$ cat src/stl_pkg.sv
/*
  stl_pkg: constants and types shared by the status lamp block.
  assumes: mclk at 125 MHz, registers on AXI4-Lite with 32-bit data.
*/
package stl_pkg;
  // ----------------------------------------------------------------
  // register map, byte addresses
  // ----------------------------------------------------------------
  localparam int ADDR_W = 8; // decoded address bits
  localparam int DATA_W = 32; // bus data width
  localparam logic [7:0] REG_CTRL = 8'h00; // control bits
  localparam logic [7:0] REG_STEP = 8'h04; // test step strobes
  localparam logic [7:0] REG_RUN = 8'h08; // run-state code
  localparam logic [7:0] REG_STAT = 8'h0c; // block status
  localparam logic [7:0] REG_IRQ = 8'h10; // sticky events, read clears
  localparam logic [7:0] REG_MASK = 8'h14; // event mask
  localparam logic [1:0] RESP_OKAY = 2'h0; // good answer
  localparam logic [1:0] RESP_SLVERR = 2'h2; // unmapped address
  // ----------------------------------------------------------------
  // field positions and reset values
  // ----------------------------------------------------------------
  localparam int CTL_W = 4; // control width
  localparam int CTL_TESTS = 0; // run self-tests
  localparam int CTL_LOOP = 1; // loopback tests too
  localparam int CTL_FATAL = 2; // i/o page registers unreachable
  localparam int CTL_JUMPER = 3; // power-up jumper inhibits tests
  localparam logic [3:0] CTL_RST = 4'h1; // tests on after reset
  localparam int STEP_FAIL = 3; // step: named test failed
  localparam int STEP_PASS = 4; // step: named test passed
  localparam int IRQ_W = 4; // number of events
  localparam int IRQ_CHECK = 0; // lamp check over
  localparam int IRQ_FAIL = 1; // a self-test failed
  localparam int IRQ_PASS = 2; // all self-tests passed
  localparam int IRQ_FATAL = 3; // fatal indication entered
  // ----------------------------------------------------------------
  // lamp codes, lit = 1
  // ----------------------------------------------------------------
  localparam logic [2:0] CODE_ALL_ON = 3'h7; // every code lamp lit
  localparam logic [2:0] CODE_AUTO = 3'h7; // automatic self-tests
  localparam logic [2:0] CODE_LOOP = 3'h6; // loopback plus automatic
  localparam logic [2:0] CODE_DEBUG = 3'h5; // bus-side debug monitor
  localparam logic [2:0] CODE_UNUSED = 3'h4; // never shown as a run-state code
  localparam logic [2:0] CODE_WAIT = 3'h3; // waiting for command
  localparam logic [2:0] CODE_LOAD = 3'h2; // host down-line load
  localparam logic [2:0] CODE_TAPE = 3'h1; // tape primary bootstrap
  localparam logic [2:0] CODE_FOREIGN = 3'h0; // non-native code
  // ----------------------------------------------------------------
  // self-test order, index equals failure code
  // ----------------------------------------------------------------
  localparam logic [2:0] T_DMA_RTC = 3'h0;
  localparam logic [2:0] T_RAM = 3'h1;
  localparam logic [2:0] T_ROM = 3'h2;
  localparam logic [2:0] T_CONSOLE = 3'h3;
  localparam logic [2:0] T_CHAN_A = 3'h4;
  localparam logic [2:0] T_CHAN_B = 3'h5;
  localparam logic [2:0] T_PARALLEL = 3'h6;
  // ----------------------------------------------------------------
  // timing
  // ----------------------------------------------------------------
  localparam int unsigned CLK_PERIOD_NS = 8; // mclk period
  localparam int unsigned LAMP_CHECK_MS = 500; // lamp check time
  localparam int unsigned LAMP_CHECK_CYC = LAMP_CHECK_MS * 1000000 / CLK_PERIOD_NS;
  localparam int LAMP_CNT_W = 26; // holds LAMP_CHECK_CYC
  // phases of the restart sequence
  typedef enum logic [4:0] {
    ST_CHECK = 5'h01,
    ST_TEST = 5'h02,
    ST_FAIL = 5'h04,
    ST_FATAL = 5'h08,
    ST_RUN = 5'h10
  } stl_phase_type;
endpackage : stl_pkg

$ cat src/stl_lamp_if.sv
/*
  stl_lamp_if: sequence state handed from control to lamp driver.
  assumes: both ends in the mclk domain.
*/
`timescale 1ns/100ps
interface stl_lamp_if;
  stl_pkg::stl_phase_type phase; // current phase
  logic [2:0] fail_code; // held failing test
  logic [2:0] run_code; // execution state
  logic loopback; // loopback tests selected
  modport ctl (output phase, fail_code, run_code, loopback);
  modport drv (input phase, fail_code, run_code, loopback);
endinterface : stl_lamp_if

$ cat src/stl_sticky.sv
/*
  stl_sticky: bank of sticky event flags, set wins over clear.
  assumes: synchronous set and clear pulses.
*/
`timescale 1ns/100ps
module stl_sticky #(
  parameter int W = 1
) (
  input wire logic clk,
  input wire logic rst_b,
  input wire logic ce,
  input wire logic [W-1:0] set,
  input wire logic clr,
  output logic [W-1:0] flags_q
);
  // an event in the clearing cycle survives
  always_ff @(posedge clk or negedge rst_b) begin
    if (!rst_b) begin
      flags_q <= '0;
    end else if (ce) begin
      flags_q <= set | (clr ? '0 : flags_q);
    end
  end
endmodule : stl_sticky

$ cat src/stl_lamp_drv.sv
/*
  stl_lamp_drv: turns sequence state into the four lamp levels.
  assumes: lamp state comes from flops in the same clock domain.
*/
`timescale 1ns/100ps
module stl_lamp_drv (
  input wire logic mclk,
  input wire logic rst_b,
  input wire logic ce,
  stl_lamp_if.drv lamp,
  output logic err_q,
  output logic [2:0] code_q
);
  // phase decode
  wire logic in_chk = lamp.phase == stl_pkg::ST_CHECK;
  wire logic in_fatal = lamp.phase == stl_pkg::ST_FATAL;
  wire logic in_fail = lamp.phase == stl_pkg::ST_FAIL;
  wire logic in_test = lamp.phase == stl_pkg::ST_TEST;
  wire logic all_on = in_chk | in_fatal;
  wire logic [2:0] test_code = lamp.loopback ? stl_pkg::CODE_LOOP : stl_pkg::CODE_AUTO;
  wire logic err_d = all_on | in_fail;
  wire logic [2:0] code_d = all_on ? stl_pkg::CODE_ALL_ON :
                            in_fail ? lamp.fail_code :
                            in_test ? test_code : lamp.run_code;
  // lamps come straight from these flops
  always_ff @(posedge mclk or negedge rst_b) begin
    if (!rst_b) begin
      err_q <= 1'b1;
      code_q <= stl_pkg::CODE_ALL_ON;
    end else if (ce) begin
      err_q <= err_d;
      code_q <= code_d;
    end
  end
endmodule : stl_lamp_drv

$ cat src/stl_top.sv
/*
  stl_top: status lamp sequencer of a board's restart and self-test.
  assumes: firmware reports test steps and run state over AXI4-Lite;
  reinit is a synchronous level, ce freezes all state when low.
*/
// Behaviour
// all four lamps lit half second
// tests running: error dark, codes lit
// test failure lights error, shows test
// tests run in fixed failure-code order
// codes 000 dma/clock, 001 ram
// code 010 rom checksum failure
// code 011 console serial line failure
// codes 100, 101, 110 channels, parallel
// fatal or jumper inhibit: all lit
// all pass: boot, codes show state
// tests skipped: error dark, state codes
// 111 automatic, 110 with loopback
// 101 debug monitor, 100 unused
// 011 wait, 010 load, 001 tape, 000 foreign
// failure code held until next restart
`timescale 1ns/100ps
module stl_top #(
  parameter int unsigned LAMP_CYCLES = stl_pkg::LAMP_CHECK_CYC
) (
  input wire logic mclk,
  input wire logic rst_b,
  input wire logic ce,
  input wire logic reinit,
  input wire logic [7:0] s_axi_awaddr,
  input wire logic s_axi_awvalid,
  output logic s_axi_awready,
  input wire logic [31:0] s_axi_wdata,
  input wire logic [3:0] s_axi_wstrb,
  input wire logic s_axi_wvalid,
  output logic s_axi_wready,
  output logic [1:0] s_axi_bresp,
  output logic s_axi_bvalid,
  input wire logic s_axi_bready,
  input wire logic [7:0] s_axi_araddr,
  input wire logic s_axi_arvalid,
  output logic s_axi_arready,
  output logic [31:0] s_axi_rdata,
  output logic [1:0] s_axi_rresp,
  output logic s_axi_rvalid,
  input wire logic s_axi_rready,
  output logic error_lamp,
  output logic code_lamp_high,
  output logic code_lamp_mid,
  output logic code_lamp_low,
  output logic irq
);
  // ----------------------------------------------------------------
  // state
  // ----------------------------------------------------------------
  stl_pkg::stl_phase_type phase_q; // restart phase
  stl_pkg::stl_phase_type phase_d;
  logic [stl_pkg::LAMP_CNT_W-1:0] cnt_q; // lamp check timer
  logic [stl_pkg::LAMP_CNT_W-1:0] cnt_d;
  logic [2:0] next_q; // next test expected
  logic [2:0] next_d;
  logic [2:0] fail_q; // held failure code
  logic [2:0] fail_d;
  logic [stl_pkg::CTL_W-1:0] ctrl_q; // control register
  logic [2:0] run_q; // run-state code
  logic [stl_pkg::IRQ_W-1:0] mask_q; // event mask
  logic [stl_pkg::IRQ_W-1:0] stat_q; // sticky events
  logic irq_q; // interrupt level
  logic awready_q; // address slot empty
  logic wready_q; // data slot empty
  logic [7:0] wa_q; // held write address
  logic [31:0] wd_q; // held write data
  logic [3:0] ws_q; // held byte strobes
  logic bvalid_q; // write answer pending
  logic [1:0] bresp_q;
  logic arready_q; // read slot empty
  logic rvalid_q; // read answer pending
  logic [31:0] rdata_q;
  logic [1:0] rresp_q;
  logic err_q; // lamp flops in the driver
  logic [2:0] code_q;
  logic [31:0] rd_mux; // read data select
  logic rd_hit; // read address mapped
  // ----------------------------------------------------------------
  // bus handshakes and decode
  // ----------------------------------------------------------------
  wire logic aw_hs = s_axi_awvalid & awready_q;
  wire logic w_hs = s_axi_wvalid & wready_q;
  wire logic ar_hs = s_axi_arvalid & arready_q;
  wire logic r_hs = rvalid_q & s_axi_rready;
  wire logic b_hs = bvalid_q & s_axi_bready;
  // both halves held and no answer outstanding
  wire logic do_wr = !awready_q & !wready_q & !bvalid_q;
  wire logic lo_en = ws_q[0]; // fields live in byte lane 0
  wire logic wr_ctrl = do_wr & lo_en & (wa_q == stl_pkg::REG_CTRL);
  wire logic wr_step = do_wr & lo_en & (wa_q == stl_pkg::REG_STEP);
  wire logic wr_run = do_wr & lo_en & (wa_q == stl_pkg::REG_RUN);
  wire logic wr_mask = do_wr & lo_en & (wa_q == stl_pkg::REG_MASK);
  wire logic wr_hit = (wa_q == stl_pkg::REG_CTRL) | (wa_q == stl_pkg::REG_STEP) |
                      (wa_q == stl_pkg::REG_RUN) | (wa_q == stl_pkg::REG_STAT) |
                      (wa_q == stl_pkg::REG_IRQ) | (wa_q == stl_pkg::REG_MASK);
  // codes reserved for test display or unused are refused
  wire logic run_ok = (wd_q[2:0] != stl_pkg::CODE_UNUSED) &
                      (wd_q[2:0] < stl_pkg::CODE_LOOP);
  wire logic irq_clr = ar_hs & (s_axi_araddr == stl_pkg::REG_IRQ);
  // step report fields
  wire logic [2:0] step_id = wd_q[2:0];
  wire logic step_fail = wr_step & wd_q[stl_pkg::STEP_FAIL];
  wire logic step_pass = wr_step & wd_q[stl_pkg::STEP_PASS] & !wd_q[stl_pkg::STEP_FAIL];
  wire logic in_order = step_id == next_q;
  // ----------------------------------------------------------------
  // sequence decode
  // ----------------------------------------------------------------
  wire logic chk_done = cnt_q == stl_pkg::LAMP_CNT_W'(LAMP_CYCLES - 1);
  wire logic fatal_in = ctrl_q[stl_pkg::CTL_FATAL] | ctrl_q[stl_pkg::CTL_JUMPER];
  wire logic [stl_pkg::IRQ_W-1:0] ev;
  assign ev[stl_pkg::IRQ_CHECK] = (phase_q == stl_pkg::ST_CHECK) & (phase_d != stl_pkg::ST_CHECK);
  assign ev[stl_pkg::IRQ_FAIL] = (phase_q == stl_pkg::ST_TEST) & (phase_d == stl_pkg::ST_FAIL);
  assign ev[stl_pkg::IRQ_PASS] = (phase_q == stl_pkg::ST_TEST) & (phase_d == stl_pkg::ST_RUN);
  assign ev[stl_pkg::IRQ_FATAL] = (phase_q != stl_pkg::ST_FATAL) & (phase_d == stl_pkg::ST_FATAL);
  // next phase, timer, test index and failure code
  always_comb begin
    phase_d = phase_q;
    cnt_d = cnt_q;
    next_d = next_q;
    fail_d = fail_q;
    case (phase_q)
      stl_pkg::ST_CHECK: begin
        // all lamps lit until the timer ends
        cnt_d = cnt_q + 1'b1;
        if (chk_done) begin
          cnt_d = '0;
          if (fatal_in) begin
            phase_d = stl_pkg::ST_FATAL;
          end else if (ctrl_q[stl_pkg::CTL_TESTS]) begin
            phase_d = stl_pkg::ST_TEST;
          end else begin
            phase_d = stl_pkg::ST_RUN;
          end
        end
      end
      stl_pkg::ST_TEST: begin
        // only the expected test may report
        if (ctrl_q[stl_pkg::CTL_FATAL]) begin
          phase_d = stl_pkg::ST_FATAL;
        end else if (step_fail && in_order) begin
          phase_d = stl_pkg::ST_FAIL;
          fail_d = next_q;
        end else if (step_pass && in_order) begin
          next_d = next_q + 3'h1;
          if (next_q == stl_pkg::T_PARALLEL) begin
            phase_d = stl_pkg::ST_RUN;
          end
        end
      end
      stl_pkg::ST_FAIL: begin
        // failure code stays until restart
        phase_d = stl_pkg::ST_FAIL;
      end
      stl_pkg::ST_FATAL: begin
        phase_d = stl_pkg::ST_FATAL;
      end
      stl_pkg::ST_RUN: begin
        // a later fault still shows as fatal
        if (ctrl_q[stl_pkg::CTL_FATAL]) begin
          phase_d = stl_pkg::ST_FATAL;
        end
      end
      default: begin
        phase_d = stl_pkg::ST_CHECK;
      end
    endcase
    // reinitialization restarts the lamp check
    if (reinit) begin
      phase_d = stl_pkg::ST_CHECK;
      cnt_d = '0;
      next_d = stl_pkg::T_DMA_RTC;
      fail_d = '0;
    end
  end
  // sequence flops
  always_ff @(posedge mclk or negedge rst_b) begin
    if (!rst_b) begin
      phase_q <= stl_pkg::ST_CHECK;
      cnt_q <= '0;
      next_q <= stl_pkg::T_DMA_RTC;
      fail_q <= '0;
    end else if (ce) begin
      phase_q <= phase_d;
      cnt_q <= cnt_d;
      next_q <= next_d;
      fail_q <= fail_d;
    end
  end
  // ----------------------------------------------------------------
  // software registers
  // ----------------------------------------------------------------
  always_ff @(posedge mclk or negedge rst_b) begin
    if (!rst_b) begin
      ctrl_q <= stl_pkg::CTL_RST;
      run_q <= stl_pkg::CODE_WAIT;
      mask_q <= '0;
    end else if (ce) begin
      if (wr_ctrl) begin
        ctrl_q <= wd_q[stl_pkg::CTL_W-1:0];
      end
      if (wr_run && run_ok) begin
        run_q <= wd_q[2:0];
      end
      if (wr_mask) begin
        mask_q <= wd_q[stl_pkg::IRQ_W-1:0];
      end
    end
  end
  // sticky events, cleared by a read of the event register
  stl_sticky #(
    .W(stl_pkg::IRQ_W)
  ) u_events (
    .clk(mclk),
    .rst_b(rst_b),
    .ce(ce),
    .set(ev & {stl_pkg::IRQ_W{ce}}),
    .clr(irq_clr),
    .flags_q(stat_q)
  );
  // interrupt level while an unmasked event is held
  always_ff @(posedge mclk or negedge rst_b) begin
    if (!rst_b) begin
      irq_q <= 1'b0;
    end else if (ce) begin
      irq_q <= |(stat_q & mask_q);
    end
  end
  // ----------------------------------------------------------------
  // write channel
  // ----------------------------------------------------------------
  always_ff @(posedge mclk or negedge rst_b) begin
    if (!rst_b) begin
      awready_q <= 1'b1;
      wready_q <= 1'b1;
      wa_q <= '0;
      wd_q <= '0;
      ws_q <= '0;
      bvalid_q <= 1'b0;
      bresp_q <= stl_pkg::RESP_OKAY;
    end else if (ce) begin
      // address and data taken in either order
      if (aw_hs) begin
        awready_q <= 1'b0;
        wa_q <= s_axi_awaddr;
      end
      if (w_hs) begin
        wready_q <= 1'b0;
        wd_q <= s_axi_wdata;
        ws_q <= s_axi_wstrb;
      end
      // answer once both are held
      if (do_wr) begin
        awready_q <= 1'b1;
        wready_q <= 1'b1;
        bvalid_q <= 1'b1;
        bresp_q <= wr_hit ? stl_pkg::RESP_OKAY : stl_pkg::RESP_SLVERR;
      end else if (b_hs) begin
        bvalid_q <= 1'b0;
      end
    end
  end
  // ----------------------------------------------------------------
  // read channel
  // ----------------------------------------------------------------
  // read data select, unmapped reads as zero with an error
  always_comb begin
    rd_mux = '0;
    rd_hit = 1'b1;
    if (s_axi_araddr == stl_pkg::REG_CTRL) begin
      rd_mux = {28'h0, ctrl_q};
    end else if (s_axi_araddr == stl_pkg::REG_STEP) begin
      rd_mux = {29'h0, next_q};
    end else if (s_axi_araddr == stl_pkg::REG_RUN) begin
      rd_mux = {29'h0, run_q};
    end else if (s_axi_araddr == stl_pkg::REG_STAT) begin
      rd_mux = {19'h0, phase_q, err_q, code_q, 1'b0, fail_q};
    end else if (s_axi_araddr == stl_pkg::REG_IRQ) begin
      rd_mux = {28'h0, stat_q};
    end else if (s_axi_araddr == stl_pkg::REG_MASK) begin
      rd_mux = {28'h0, mask_q};
    end else begin
      rd_hit = 1'b0;
    end
  end
  // one read at a time
  always_ff @(posedge mclk or negedge rst_b) begin
    if (!rst_b) begin
      arready_q <= 1'b1;
      rvalid_q <= 1'b0;
      rdata_q <= '0;
      rresp_q <= stl_pkg::RESP_OKAY;
    end else if (ce) begin
      if (ar_hs) begin
        arready_q <= 1'b0;
        rvalid_q <= 1'b1;
        rdata_q <= rd_mux;
        rresp_q <= rd_hit ? stl_pkg::RESP_OKAY : stl_pkg::RESP_SLVERR;
      end else if (r_hs) begin
        arready_q <= 1'b1;
        rvalid_q <= 1'b0;
      end
    end
  end
  // ----------------------------------------------------------------
  // lamp driver
  // ----------------------------------------------------------------
  stl_lamp_if u_lamp_if ();
  assign u_lamp_if.phase = phase_q;
  assign u_lamp_if.fail_code = fail_q;
  assign u_lamp_if.run_code = run_q;
  assign u_lamp_if.loopback = ctrl_q[stl_pkg::CTL_LOOP];
  stl_lamp_drv u_drv (
    .mclk(mclk),
    .rst_b(rst_b),
    .ce(ce),
    .lamp(u_lamp_if.drv),
    .err_q(err_q),
    .code_q(code_q)
  );
  // ports straight from flops
  assign error_lamp = err_q;
  assign code_lamp_high = code_q[2];
  assign code_lamp_mid = code_q[1];
  assign code_lamp_low = code_q[0];
  assign irq = irq_q;
  assign s_axi_awready = awready_q;
  assign s_axi_wready = wready_q;
  assign s_axi_bvalid = bvalid_q;
  assign s_axi_bresp = bresp_q;
  assign s_axi_arready = arready_q;
  assign s_axi_rvalid = rvalid_q;
  assign s_axi_rdata = rdata_q;
  assign s_axi_rresp = rresp_q;

  wire logic go = ce & !reinit;
endmodule : stl_top

$ cat config.mk
export PLATFORM = sky130hd
export DESIGN_NAME = stl_top
export DESIGN_NICKNAME = d
export VERILOG_FILES = /design/src/stl_pkg.sv /design/src/stl_lamp_if.sv /design/src/stl_sticky.sv /design/src/stl_lamp_drv.sv /design/src/stl_top.sv
export SDC_FILE = /design/constraint.sdc
export NUM_CORES = 1
export LEC_CHECK = 0
export BUFFER_PORTS_ARGS = -buffer_cell sky130_fd_sc_hd__clkbuf_2
export CELL_PAD_IN_SITES_DETAIL_PLACEMENT = 1
export CELL_PAD_IN_SITES_GLOBAL_PLACEMENT = 2
export CORE_MARGIN = 2
export CORE_UTILIZATION = 34
export DETAILED_ROUTE_END_ITERATION = 6
export MAX_ROUTING_LAYER = met4
export PLACE_DENSITY = 0.89
export RECOVER_POWER = 25
export REMOVE_ABC_BUFFERS = 1
export SYNTH_ARGS = -nofsm -noshare
export SYNTH_HDL_FRONTEND = slang
export SYNTH_HIERARCHICAL = 1
export SYNTH_SLANG_ARGS = --single-unit
$ cat constraint.sdc
create_clock -name mclk -period 3.1 [get_ports mclk]
set_input_delay 0.31 -clock mclk [delete_from_list [all_inputs] [get_ports mclk]]
set_output_delay 0.31 -clock mclk [all_outputs]
set_load 0.005 [all_outputs]
After elaboration in Yosys (flattened, before gate mapping)
Index checks and enable logic that the tools add are counted.

Input port bits: 61. Bits in registers: 112. Output and inout bits: 46. Word-level logic and storage cells: 166.

Add/sub/neg operators: 2. Reduce and logical (&&, ||, !) cells: 32. Bitwise logic cells: 32. Mux-type cells: 51. Equal/unequal tests: 26. $lt $le $gt $ge: 1.

Operators with widths (count): 26-bit two-way mux (3); 13-bit two-way mux (4); 5-bit two-way mux (9); 3-bit two-way mux (12); 8-bit by 4-bit equality test with 1-bit output, second input constant (4); 8-bit by 5-bit equality test with 1-bit output, second input constant (4); 26-bit by 1-bit adder with 26-bit output, second input constant (1); 26-bit equality test, second input constant (1); 5-bit case mux with 5 select lines (1); 2-bit AND reduction (12); 1-bit bitwise AND (21); 1-bit two-way mux (17); 8-bit by 3-bit equality test with 1-bit output, second input constant (2); 8-bit logical NOT (2); 2-bit nonzero test (8); 4-bit two-way mux (3); 5-bit by 3-bit equality test with 1-bit output, second input constant (2); 5-bit by 4-bit equality test with 1-bit output, second input constant (2); 5-bit equality test, second input constant (2); 4-bit bitwise AND (2); 1-bit OR (8); 5-bit by 1-bit equality test with 1-bit output, second input constant (1); 5-bit by 2-bit equality test with 1-bit output, second input constant (1); 5-bit by 1-bit inequality test with 1-bit output, second input constant (1); other kinds (14) (21).

Longest topological paths before layout
Gate-level depths: netlist of the first run.

Depth after elaboration: 17. Mapped depth: 8. Gate-level depth less buffers: 8.

Hierarchy
The synthesis of the first run kept the hierarchy.

By module, submodules not included: stl_top (times used 1, seq. area each 2085.8 µm², cells an instance 460, area each 4560.6 µm²); stl_lamp_drv (times used 1, seq. area each 105.1 µm², cells an instance 36, area each 311.5 µm²); stl_sticky (times used 1, seq. area each 100.1 µm², cells an instance 9, area each 141.4 µm²).

Least setup slack after synthesis of the first run
Ideal clock, no wire load.

Path kind: reg2reg. Start: register phase_q[0]. End: register cnt_q[25] (netlist bit). Setup slack: 0.880 ns. Required time: 3.023 ns. Arrival: 2.143 ns. Cell stages (with the launch flop): 7. Library setup time: 0.077 ns. Cell sequence: dfstp_2 buf_2 nor4b_4 a31oi_2 or4_4 or3_1 a21oi_1.

Cells in the longest elaborated chain, start to end: 3.

RTL lines: from (decl) (line stl_top.sv:56) `stl_pkg::stl_phase_type phase_q;`; from (signal assigned) (line stl_top.sv:184) `phase_q <= stl_pkg::ST_CHECK;`; from (signal assigned) (line stl_top.sv:189) `phase_q <= phase_d;`; 5-bit by 1-bit equality test with 1-bit output (line stl_top.sv:127) `case (phase_q)`; 2-bit nonzero test (no source line); 2-bit AND reduction (no source line); to (signal assigned) (line stl_top.sv:190) `cnt_q <= cnt_d;`; to (decl) (line stl_top.sv:58) `logic [stl_pkg::LAMP_CNT_W-1:0] cnt_q;`.

No other way between the ends. A chain may end at the register's enable or synchronous reset.

Final worst setup path of the first run
Start: register cnt_q[0] (netlist bit). End: register cnt_q[23] (netlist bit).

Cells in the longest elaborated chain, start to end: 4.

RTL lines: 26-bit by 1-bit adder with 26-bit output / 26-bit equality test (equally long branches) (line stl_top.sv:130, stl_top.sv:114); 26-bit two-way mux * (line stl_top.sv:131) `if (chk_done) begin`; 26-bit two-way mux * (line stl_top.sv:127); 26-bit two-way mux * (line stl_top.sv:174) `if (reinit) begin`.

Every way passes the cells marked *; elsewhere a longest branch is shown, timed or not. The select of a mux whose other input is x is not followed.

==> metrics.md, run 1 <==
| Metric | Value |
|---|---|
| Status | complete, but fails checks |
| Failing checks | max-capacitance violations, max-slew violations |
| Post-synthesis cell type count | 73 |
| Post-DP HPWL | 9246 microns |
| Clock insertion delay at the later pin of the skew report | 360 ps |
| Post-DP Area | 0.005391 sq mm |
| Logic pwr share | 16.4% |
| Internal power | 0.002202 W |
| CP endpoint kind | flop |
| Fill count | 1,682 |
| Data arrival, critical path | 2860 ps |
| Max Buffers Root-to-Sink | 2 |
| Maximum vdd drop | 0.0003420 V |
| Fmax | 379.1 MHz |
| Max-cap viol count | 1 |
| FF+latch count, synth | 91 |
| Final setup vio count | 0 |
| Critical path class | flop to flop |
| Post-synthesis simple-gate area fraction | 20.61% |
| Hold WS | 175.3 ps |
| Reg power frac | 49.8% |
| H-tree Lvls | 3 |
| GP Congestion | 0.8271 |
| Hold Path Stages | 2 |
| Num CTS Buffers | 9 |
| Antenna cells | 0 |
| Leak | 2.505 nW |
| Clock share of power | 33.8% |
| Gr usage total | 17.56% |
| Fin crit period | 2638 ps |
| CTS tree | done |
| Post-Synth XOR/XNOR Area | 2.970% |
| RSZ-0062 raised after global routing | false |
| Startpoint types | flop |
| Critical path fanouts, max | 11 |
| Leading register cell type out of synthesis | dfrtp_1 |
| Antenna viol nets, final | 0 |
| Post-CTS setup repair buffer count | 0 |
| Period utilisation layout | 85.08% |
| Critical path origin | cnt_q[0] |
| Clock-pin slew on the worst setup and hold paths | 70 ps |
| Die height | 125.4 microns |
| Switching Share | 30.25% |
| Largest family of logic cells by synthesized area | simple AND/OR/NAND/NOR gates |
| Final Hold Viols | 0 |
| Slew HR | -9.033% |
| Post-synth EDFFs | 0 |
| I/O Pins | 107 |
| Global-route wire length before repair | 21,690 microns |
| Pin count of the biggest net entering global routing | 63 |
| Share of post-route cells with drive strength above 1 | 24.29% |
| PD cells | 556.2 mW/mm^2 |
| Initial antenna violation count | 0 |
| Required time worst endpoint | 3320 ps |
| Sequential area share after synthesis | 45.70% |
| Register-to-register setup slack | 460 ps |
| Routed WL per cell | 17.50 microns |
| Pre-antenna DRT Iters | 4 |
| Worst Clk Skew | 7.310 ps |
| Design area | 0.005677 sq mm |
| Final setup TNS | 0 ps |
| R2r worst-path depth | 7 |
| Non-Filler Instances | 744 |
| Post-CTS Hold Buffers | 0 |
| Worst min-delay path endpoint | s_axi_arready |
| Max-slew violations | 63 |
| Mean Syn Cell Area | 9.928 sq um |
| Clock sink total | 91 |
| YS warnings | 6 |
| Num rows | 44 |
| Remaining DRCs | 0 |
| Drt via density | 5.380 |
| Root Driver | clkbuf_16 |
| Nets@finish | 619 |
| Vias in the first global route | 4,241 |
| Post-synthesis mux area share | 7.013% |
| Die area | 0.01573 sq mm |
| PostCTS Resize Cnt | 0 |
| DRT Wirelength | 13,020 microns |
| Reg2reg start | cnt_q[0] |
| Port Buffers | 55 |
| Post-synthesis compound-gate area fraction | 16.17% |
| Reg-to-Reg End | cnt_q[23] |
| Area share of fa/ha/maj cells after synthesis | 0.7487% |
| Min-Delay Path Class | input pin to flop |
| Core Box Area | 0.01448 sq mm |
| Inst Count DP | 728 |
| Iter 0 DRT Violations | 177 |
| Chip width | 125.4 microns |
| Hold Crit Start | s_axi_arvalid |
| Area grow syn2layout | 13.23% |
| GRT overflow | 0 |
| Least-Margin Pin Slew | 1635 ps |
| Synthesized cell area | 0.005014 sq mm |
| Vias | 4,003 |
| Asr flop ratio synth | 100.0% |
| Mapped Cells | 505 |
| Initial Util | 34.63% |
| P_sw | 0.0009553 W |
## critical path, stage by stage, from the launching register on
cell and delay [ps]:
dfrtp_1 410, ha_1 220, nand4_1 170, or4_1 650
o21ai_2 300, buf_4 230, and2_1 400, nor2_1 110
## metrics by stage
| stage | total power, W | utilization, % | worst slack [ps] |
|---|---|---|---|
| final | 0.003158 | 39.21 | 462.4 |
| after global placement | 0.002071 | 37.24 | 550.4 |
| after global routing | 0.003325 | 39.21 | 261.2 |
| after detailed placement | 0.002113 | 37.24 | 461.8 |
| after floorplan | 0.001868 | - | 838.5 |
| after CTS | 0.003206 | 39.22 | 432.4 |
## sequential cells by signal, summed over array words and instances, names as in the netlist
signal            flops
cnt_q                26
s_axi_rdata          13
wa_q                  8
phase_q               5
wd_q                  5
ctrl_q                4
mask_q                4
u_events/flags_q      4
fail_q                3
next_q                3
run_q                 3
u_drv/code_q          3
irq                   1
s_axi_arready         1
s_axi_awready         1
s_axi_bresp           1
s_axi_bvalid          1
s_axi_rresp           1
s_axi_rvalid          1
s_axi_wready          1
u_drv/err_q           1
ws_q                  1
## per-layer routing
metal	part of all wire, %	vias to the layer above	GRT usage [%]
li1	-	1901	-
met5	0	-	-
met2	52	69	30.21
met4	1.0	0	3.268
met1	44	2018	20.90
met3	3.7	15	4.664
## Yosys cell counts, types with 12 or more instances
cell | count | area share, %
a22o_1 | 24 | 4.2
a21oi_1 | 17 | 1.7
dfrtp_1 | 80 | 40
o21ai_0 | 23 | 2.3
buf_4 | 21 | 3.1
clkbuf_1 | 14 | 1.0
xnor2_1 | 13 | 2.3
inv_1 | 18 | 1.3
nor4_1 | 12 | 1.5
nor2_1 | 40 | 3.0
nand2_1 | 32 | 2.4
nor3_1 | 22 | 2.2
mux2_2 | 25 | 5.6
## cell type report
cell class | instances | area [sq um] | share of cell area, %
flip-flops and latches | 91 | 2291 | 40.36
clock inverters | 6 | 48.80 | 0.8596
repair buffers | 63 | 335.3 | 5.907
clock buffers | 10 | 239.0 | 4.210
inverters | 19 | 71.32 | 1.256
multi-input cells | 371 | 2461 | 43.35
well taps | 184 | 230.2 | 4.056
## how the worst max path moves through the flow
stage,cells past startpoint,slack (ps),endpoint
final,7,460,cnt_q[23]
after global routing,7,260,cnt_q[20]
after CTS,7,430,cnt_q[23]
after detailed placement,7,460,cnt_q[23]
after global placement,7,550,cnt_q[10]
after floorplan,5,840,cnt_q[25]
## cell usage in the layout, fill, tap and decap left out, types with 5 or more instances in the layout
cell type / n
buf_4: 8
nand2_1: 32
xnor2_1: 13
clkbuf_2: 55
and2_1: 5
dfrtp_1: 80
a21oi_1: 17
mux2_2: 25
and3_1: 8
a21o_1: 5
mux2i_1: 7
o21ai_0: 23
dfstp_2: 11
nor2_1: 40
a31oi_1: 8
nand4_1: 8
inv_1: 18
nor3_1: 22
nand3_1: 11
conb_1: 21
nor4_1: 12
nand2b_1: 5
a22o_1: 24
or3_1: 5
clkbuf_16: 9
a22oi_1: 6
nor3b_1: 5
## power groups by stage
| stage | Clock (W) | Combinational (W) | Sequential, W |
|---|---|---|---|
| 2_1_floorplan | 0 | 0.000344 | 0.00152 |
| 3_3_place_gp | 0 | 0.000494 | 0.00158 |
| 3_5_place_dp | 0 | 0.000517 | 0.00160 |
| 4_1_cts | 0.00111 | 0.000526 | 0.00158 |
| 5_1_grt | 0.00115 | 0.000578 | 0.00160 |
| 6_report | 0.00107 | 0.000518 | 0.00157 |
## logic make-up (layout without fill, tap and decap cells)
family                     Yosys count  count (layout)
AOI/OAI and AO/OA                  114             114
DFF                                 91              91
muxes                               32              32
xor gates and xnor gates            17              17
other                                1              21
buffers and inverters               63              98
and+or+nand+nor                    184             184
adders and majority gates            3               3
No activity file was read; power rests on OpenSTA's default activity.
==> run 2: changes to the inputs <==
- CORE_MARGIN: 2 -> 5
- SYNTH_HIERARCHICAL: 1 -> unset
==> run 2 against run 1 <==
Net effect:
- the run still ends with max-capacitance violations, max-slew violations left
- clock-buffer cell count is 1 higher
- sequential share of layout area rose by 1.5 points
- setup slack better by 180 ps
- register-to-register slack improved by 180 ps
- die area rose by 5.5%
- routed wire length decreased by 2.9%
- largest power group unchanged
==> metrics.md, run 2 <==
| Metric | Value |
|---|---|
| Status | complete, but fails checks |
| Failing checks | max-capacitance violations, max-slew violations |
| Data arrival, critical path | 2720 ps |
| Sequential area share after synthesis | 47.72% |
| Mapped Cells | 476 |
| Drt via density | 5.318 |
| Worst Clk Skew | 6.896 ps |
| Period utilisation layout | 79.32% |
| Post-synth EDFFs | 0 |
| Clock-pin slew on the worst setup and hold paths | 70 ps |
| Chip width | 128.8 microns |
| Commonest non-fill, non-tap cell in the layout | dfrtp_1 |
| Pin count of the biggest net entering global routing | 65 |
| Die area | 0.01660 sq mm |
| RSZ-0062 raised after global routing | false |
| Final setup vio count | 0 |
| Vias | 3,797 |
| Initial Util | 34.59% |
| Hold Crit Start | s_axi_wdata[1] |
| Required time worst endpoint | 3360 ps |
| Final Hold Viols | 0 |
| R2r worst-path depth | 6 |
| PnR worst setup slack | 641.1 ps |
| Fill count | 1,597 |
| Core Box Area | 0.01388 sq mm |
| Synth top area share | 41.70% |
| Max reg flops | 26 |
| Num CTS Buffers | 9 |
| Largest family of logic cells by synthesized area | simple AND/OR/NAND/NOR gates |
| Hold Path Stages | 2 |
| PD cells | 561.1 mW/mm^2 |
| Gr usage total | 16.50% |
| Post-synthesis compound-gate area fraction | 13.76% |
| Slowest stage cell, crit path | or4_1 |
| Iter 0 DRT Violations | 214 |
| Crit path to | u_events.flags_q[2] |
| Initial antenna violation count | 0 |
| Post-synthesis simple-gate area fraction | 18.53% |
| Most flops, register | cnt_q |
| Leak | 2.481 nW |
| Routed WL per cell | 17.71 microns |
| Post-CTS Hold Buffers | 0 |
| Reg2reg start | cnt_q[8] |
| Post-synthesis cell type count | 64 |
| Critical path origin | cnt_q[8] |
| Clock sink total | 91 |
| Core Util, Final | 39.46% |
| Area grow syn2layout | 14.10% |
| Remaining DRCs | 0 |
| Count leader, synth | dfrtp_1 |
| Post-CTS setup repair buffer count | 0 |
| Fin crit period | 2459 ps |
| Vias in the first global route | 4,109 |
| Post-synthesis mux area share | 8.913% |
| GRT overflow | 0 |
| Post-Synth XOR/XNOR Area | 4.014% |
| Multi-input gate area | 0.002287 sq mm |
| Register-to-register setup slack | 640 ps |
| CTS tree | done |
| Global-route wire length before repair | 21,170 microns |
| Slew HR | -7.712% |
| PostCTS Resize Cnt | 0 |
| Maximum vdd drop | 0.0004519 V |
| Max Buffers Root-to-Sink | 2 |
| Synthesized cell area | 0.004801 sq mm |
| GP Congestion | 0.8193 |
| I/O Pins | 107 |
| YS warnings | 0 |
| Fmax | 406.7 MHz |
| Synth cell count leaders | dfrtp_1 (80), nor2_1 (47), nand2_1 (42) |
| Least-Margin Pin Slew | 1616 ps |
| Max-cap viol count | 1 |
| Min-Delay Path Class | input pin to flop |
| Pre-antenna DRT Iters | 4 |
| Yosys top cell by area | dfrtp_1 |
| Clock insertion delay at the later pin of the skew report | 350 ps |
| CP cell instances | or4_1 > or4_4 > or2_4 > a21oi_2 > o2111ai_2 > o31ai_2 |
| Startpoint types | flop |
| Critical path fanouts, max | 6 |
| Max-slew violations | 65 |
| Nets@finish | 593 |
| Post-DP HPWL | 9249 microns |
| Register area | 0.002291 sq mm |
| Root Driver | clkbuf_16 |
| Antenna cells | 0 |
| Critical path class | flop to flop |
| Setup WS pre-CTS | 665.6 ps |
| Most frequent cells in the layout | dfrtp_1 (80), clkbuf_2 (55), nor2_1 (47) |
| Die height | 128.8 microns |
| Area share of fa/ha/maj cells after synthesis | 0.7819% |
| Mean Syn Cell Area | 10.09 sq um |
| DRT Wirelength | 12,640 microns |
| FF+latch count, synth | 91 |
| H-tree Lvls | 3 |
| Port Buffers | 55 |
| Reg-to-Reg End | u_events.flags_q[2] |
| Share of post-route cells with drive strength above 1 | 24.72% |
| Ranking of synthesized cells by area | dfrtp_1 (42%), mux2_2 (6.6%), dfstp_2 (6.0%) |
| Asr flop ratio synth | 100.0% |
| CP peak stage delay | 550 ps |
| Antenna viol nets, final | 0 |
| Final setup TNS | 0 ps |
| Num rows | 43 |
| Leading register cell type out of synthesis | dfrtp_1 |
| CP endpoint kind | flop |
run 2: worst min-delay path by stage:
stage                         to
finish                   wd_q[1]
global route             wd_q[1]
CTS                 s_axi_bvalid
detailed placement       wa_q[0]
global placement         wa_q[0]
floorplan               cnt_q[0]
run 2: logic make-up after synthesis:
group | count (synthesis)
XOR/XNOR | 22
multiplexers | 38
buffers and inverters | 51
AND/OR/NAND/NOR | 176
flip-flops | 91
other | 1
adder cells (fa/ha/maj) | 3
AO/OA/AOI/OAI | 94
run 2: cell type report:
cell class | count | share of cell area, %
clock buffers | 11 | 4.431
well taps | 180 | 4.111
clock inverters | 5 | 1.142
flip-flops and latches | 91 | 41.82
inverters | 11 | 0.7538
multi-input cells | 354 | 41.75
repair buffers | 62 | 5.984
run 2: where the power goes:
group / leakage [nW] / internal [W] / total [W] / switching, W
combinational: 1.15 / 0.000216 / 0.000433 / 0.000218
sequential: 1.19 / 0.00135 / 0.00151 / 0.000167
clock: 0.142 / 0.000650 / 0.00113 / 0.000476
total: 2.48 / 0.00221 / 0.00307 / 0.000860
run 2: worst max-delay path: cells and delay by family, from the launching register on:
kind	cells	cell delay, ps
simple gates	3	1290
compound gates	3	630
flops	1	430
run 2: metal layers:
layer  track usage, %  vias up  part of all wire [%]  wire length, microns
met5                -        -                     0                     0
met1            19.60     1921                    43                  5402
li1                 -     1786                     -                     -
met4            3.768        0                   1.1                   136
met3            4.649       10                   5.1                   643
met2            27.87       80                    51                  6461
run 2: stage by stage:
step / hold WS (ps) / cell area, sq um / total power [W] / std cells
5_1_grt: 184.8 / 5478 / 0.003242 / 714
6_report: 194.8 / 5478 / 0.003073 / 714
2_1_floorplan: 14.41 / 4619 / 0.001753 / 456
3_3_place_gp: 442.9 / 5175 / 0.001934 / 698
4_1_cts: 85.30 / 5480 / 0.003120 / 714
3_5_place_dp: 460.9 / 5175 / 0.001975 / 698
==> run 3: changes to the inputs <==
- CORE_UTILIZATION: 34 -> 30
- PLACE_DENSITY: 0.89 -> 0.84
- clock period: 3.1 -> 2.25 ns (I/O delays scaled with it)
==> run 3 against run 2 <==
Net effect:
- the run ends with negative setup slack left
- largest cell class is now multi-input combinational cells
- non-clock buffer count is 27 higher
- setup slack worse by 660 ps
- first-iteration DRC count increased by 1.9%
- global-route usage shrank 1.7 points
- largest power group unchanged
- clock skew is 3.0 ps higher
- routed wire length grew 2.7%
- cell count grew 8.8%
- critical path depth unchanged
- utilization down 3.1 points
- sequential share of layout area is 1.9 points lower
- worst hold slack got worse by 87 ps
- clock-buffer cell count down 1
==> metrics.md, run 3 (synthesis gave the netlist of run 2 again) <==
| Metric | Value |
|---|---|
| Max Buffers Root-to-Sink | 2 |
| Gr usage total | 14.83% |
| Inst Count DP | 760 |
| Min-Delay Path Class | input pin to flop |
| GP Congestion | 0.8384 |
| Status | complete, but fails checks |
| Routed WL per cell | 16.71 microns |
| Crit path to | u_events.flags_q[2] |
| Drt via density | 5.018 |
| Antenna cells | 0 |
| Final setup vio count | 2 |
| Most frequent cells in the layout | dfrtp_1 (80), nor2_1 (46), clkbuf_2 (45) |
| Num CTS Buffers | 9 |
| Pin count of the biggest net entering global routing | 57 |
| Hold Path Stages | 2 |
| Least-Margin Pin Slew | 1489 ps |
| CP endpoint kind | flop |
| Reg-to-Reg End | u_events.flags_q[2] |
| Post-CTS setup repair buffer count | 0 |
| Nets@finish | 620 |
| Max reg flops | 26 |
| Area grow syn2layout | 19.44% |
| Global-route wire length before repair | 21,350 microns |
| Required time worst endpoint | 2520 ps |
| Pre-antenna DRT Iters | 4 |
| Period utilisation layout | 100.7% |
| Fin crit period | 2266 ps |
| Max-slew violations | 0 |
| Die height | 136.5 microns |
| I/O Pins | 107 |
| Register-to-register setup slack | -20 ps |
| Port Buffers | 55 |
| Fmax | 441.3 MHz |
| H-tree Lvls | 3 |
| Fill count | 1,852 |
| Num rows | 46 |
| Maximum vdd drop | 0.0005651 V |
| Critical path class | flop to flop |
| Clock insertion delay at the later pin of the skew report | 350 ps |
| Die area | 0.01863 sq mm |
| Clock-pin slew on the worst setup and hold paths | 70 ps |
| Initial antenna violation count | 0 |
| Commonest non-fill, non-tap cell in the layout | dfrtp_1 |
| Antenna viol nets, final | 0 |
| Worst Clk Skew | 9.912 ps |
| Iter 0 DRT Violations | 218 |
| Slew HR | 0.7325% |
| Core Box Area | 0.01577 sq mm |
| Startpoint types | flop |
| Vias | 3,899 |
| Critical path origin | cnt_q[8] |
| Reg2reg start | cnt_q[8] |
| Most flops, register | cnt_q |
| Post-DP HPWL | 9690 microns |
| Vias in the first global route | 4,195 |
| GRT overflow | 0 |
| Critical path fanouts, max | 4 |
| Non-Filler Instances | 777 |
| Final Hold Viols | 0 |
| R2r worst-path depth | 6 |
| Max-cap viol count | 0 |
| DRT Wirelength | 12,980 microns |
| Leak | 2.579 nW |
| RSZ-0062 raised after global routing | true |
| Initial Util | 30.44% |
| Failing checks | negative setup slack |
| Share of post-route cells with drive strength above 1 | 27.27% |
| Data arrival, critical path | 2530 ps |
| Root Driver | clkbuf_16 |
| Remaining DRCs | 0 |
| PnR worst setup slack | -16.28 ps |
| Clock sink total | 91 |
| CTS tree | done |
| Chip width | 136.5 microns |
| PD cells | 714.8 mW/mm^2 |
| Core Util, Final | 36.36% |
[run 3: changes by cell type in the layout (fill, tap and decap cells not counted), sizes merged]
cell / before / now
clkbuf: 66 / 65
buf: 7 / 33
dlygate4sd3: 0 / 1
clkinv: 2 / 4
bufinv: 1 / 0
[run 3: worst max-delay path, stage by stage, from the launching register on]
cell and delay, ps:
dfrtp_1 390, or4_4 540, or4_4 450, or2_4 280, a21oi_4 180, o2111ai_2 140, o31ai_2 200
[run 3: layout make-up]
class	instances	area, sq um	area share [%]
Timing Repair Buffer	89	533.0	9.295
Inverter	11	41.29	0.7201
Multi-Input combinational cell	354	2327	40.58
Clock buffer	10	229.0	3.993
Clock inverter	6	42.54	0.7419
Tap cell	216	270.3	4.713
Sequential cell	91	2291	39.95
[run 3: power breakdown]
part / internal (W) / switching [W] / leakage (nW) / total [W]
Combinational: 0.000315 / 0.000305 / 1.26 / 0.000621
Clock: 0.000749 / 0.000657 / 0.128 / 0.00141
Sequential: 0.00186 / 0.000217 / 1.19 / 0.00207
[run 3: worst min-delay path by stage]
stage | from | end
finish | s_axi_awaddr[6] | wa_q[6]
global route | s_axi_wdata[3] | wd_q[3]
CTS | s_axi_awaddr[0] | wa_q[0]
detailed placement | rst_b | s_axi_rdata[8]
global placement | rst_b | s_axi_rdata[8]
floorplan | rst_b | cnt_q[0]
[run 3: metal layers]
layer	track usage, %	up-vias	wire, microns
li1	-	1826	-
met1	18.60	1956	5872
met2	24.37	105	6364
met3	3.382	12	614
met4	3.639	0	133
met5	-	-	0
[run 3: timing repair]
action	CTS	global route
endpoints found under the setup margin	22	24
hold buffers	1	0
hold endpoints to repair	48	0
pin swaps	2	2
cloned	0	0
resized for setup	8	6
[run 3: metrics by stage]
step / setup TNS [ps] / area, sq um / setup WS (ps) / hold slack [ps] / total power, W
finish: -23.76 / 5734 / -16.28 / 107.3 / 0.004099
CTS: 0 / 5741 / 2.074 / 97.06 / 0.004159
floorplan: -751.9 / 4619 / -53.71 / -70.59 / 0.002416
global route: -1078 / 5734 / -98.71 / 106.3 / 0.004308
global placement: -24.94 / 5428 / -24.94 / 339.7 / 0.002688
detailed placement: -102.3 / 5428 / -60.63 / 347.1 / 0.002732
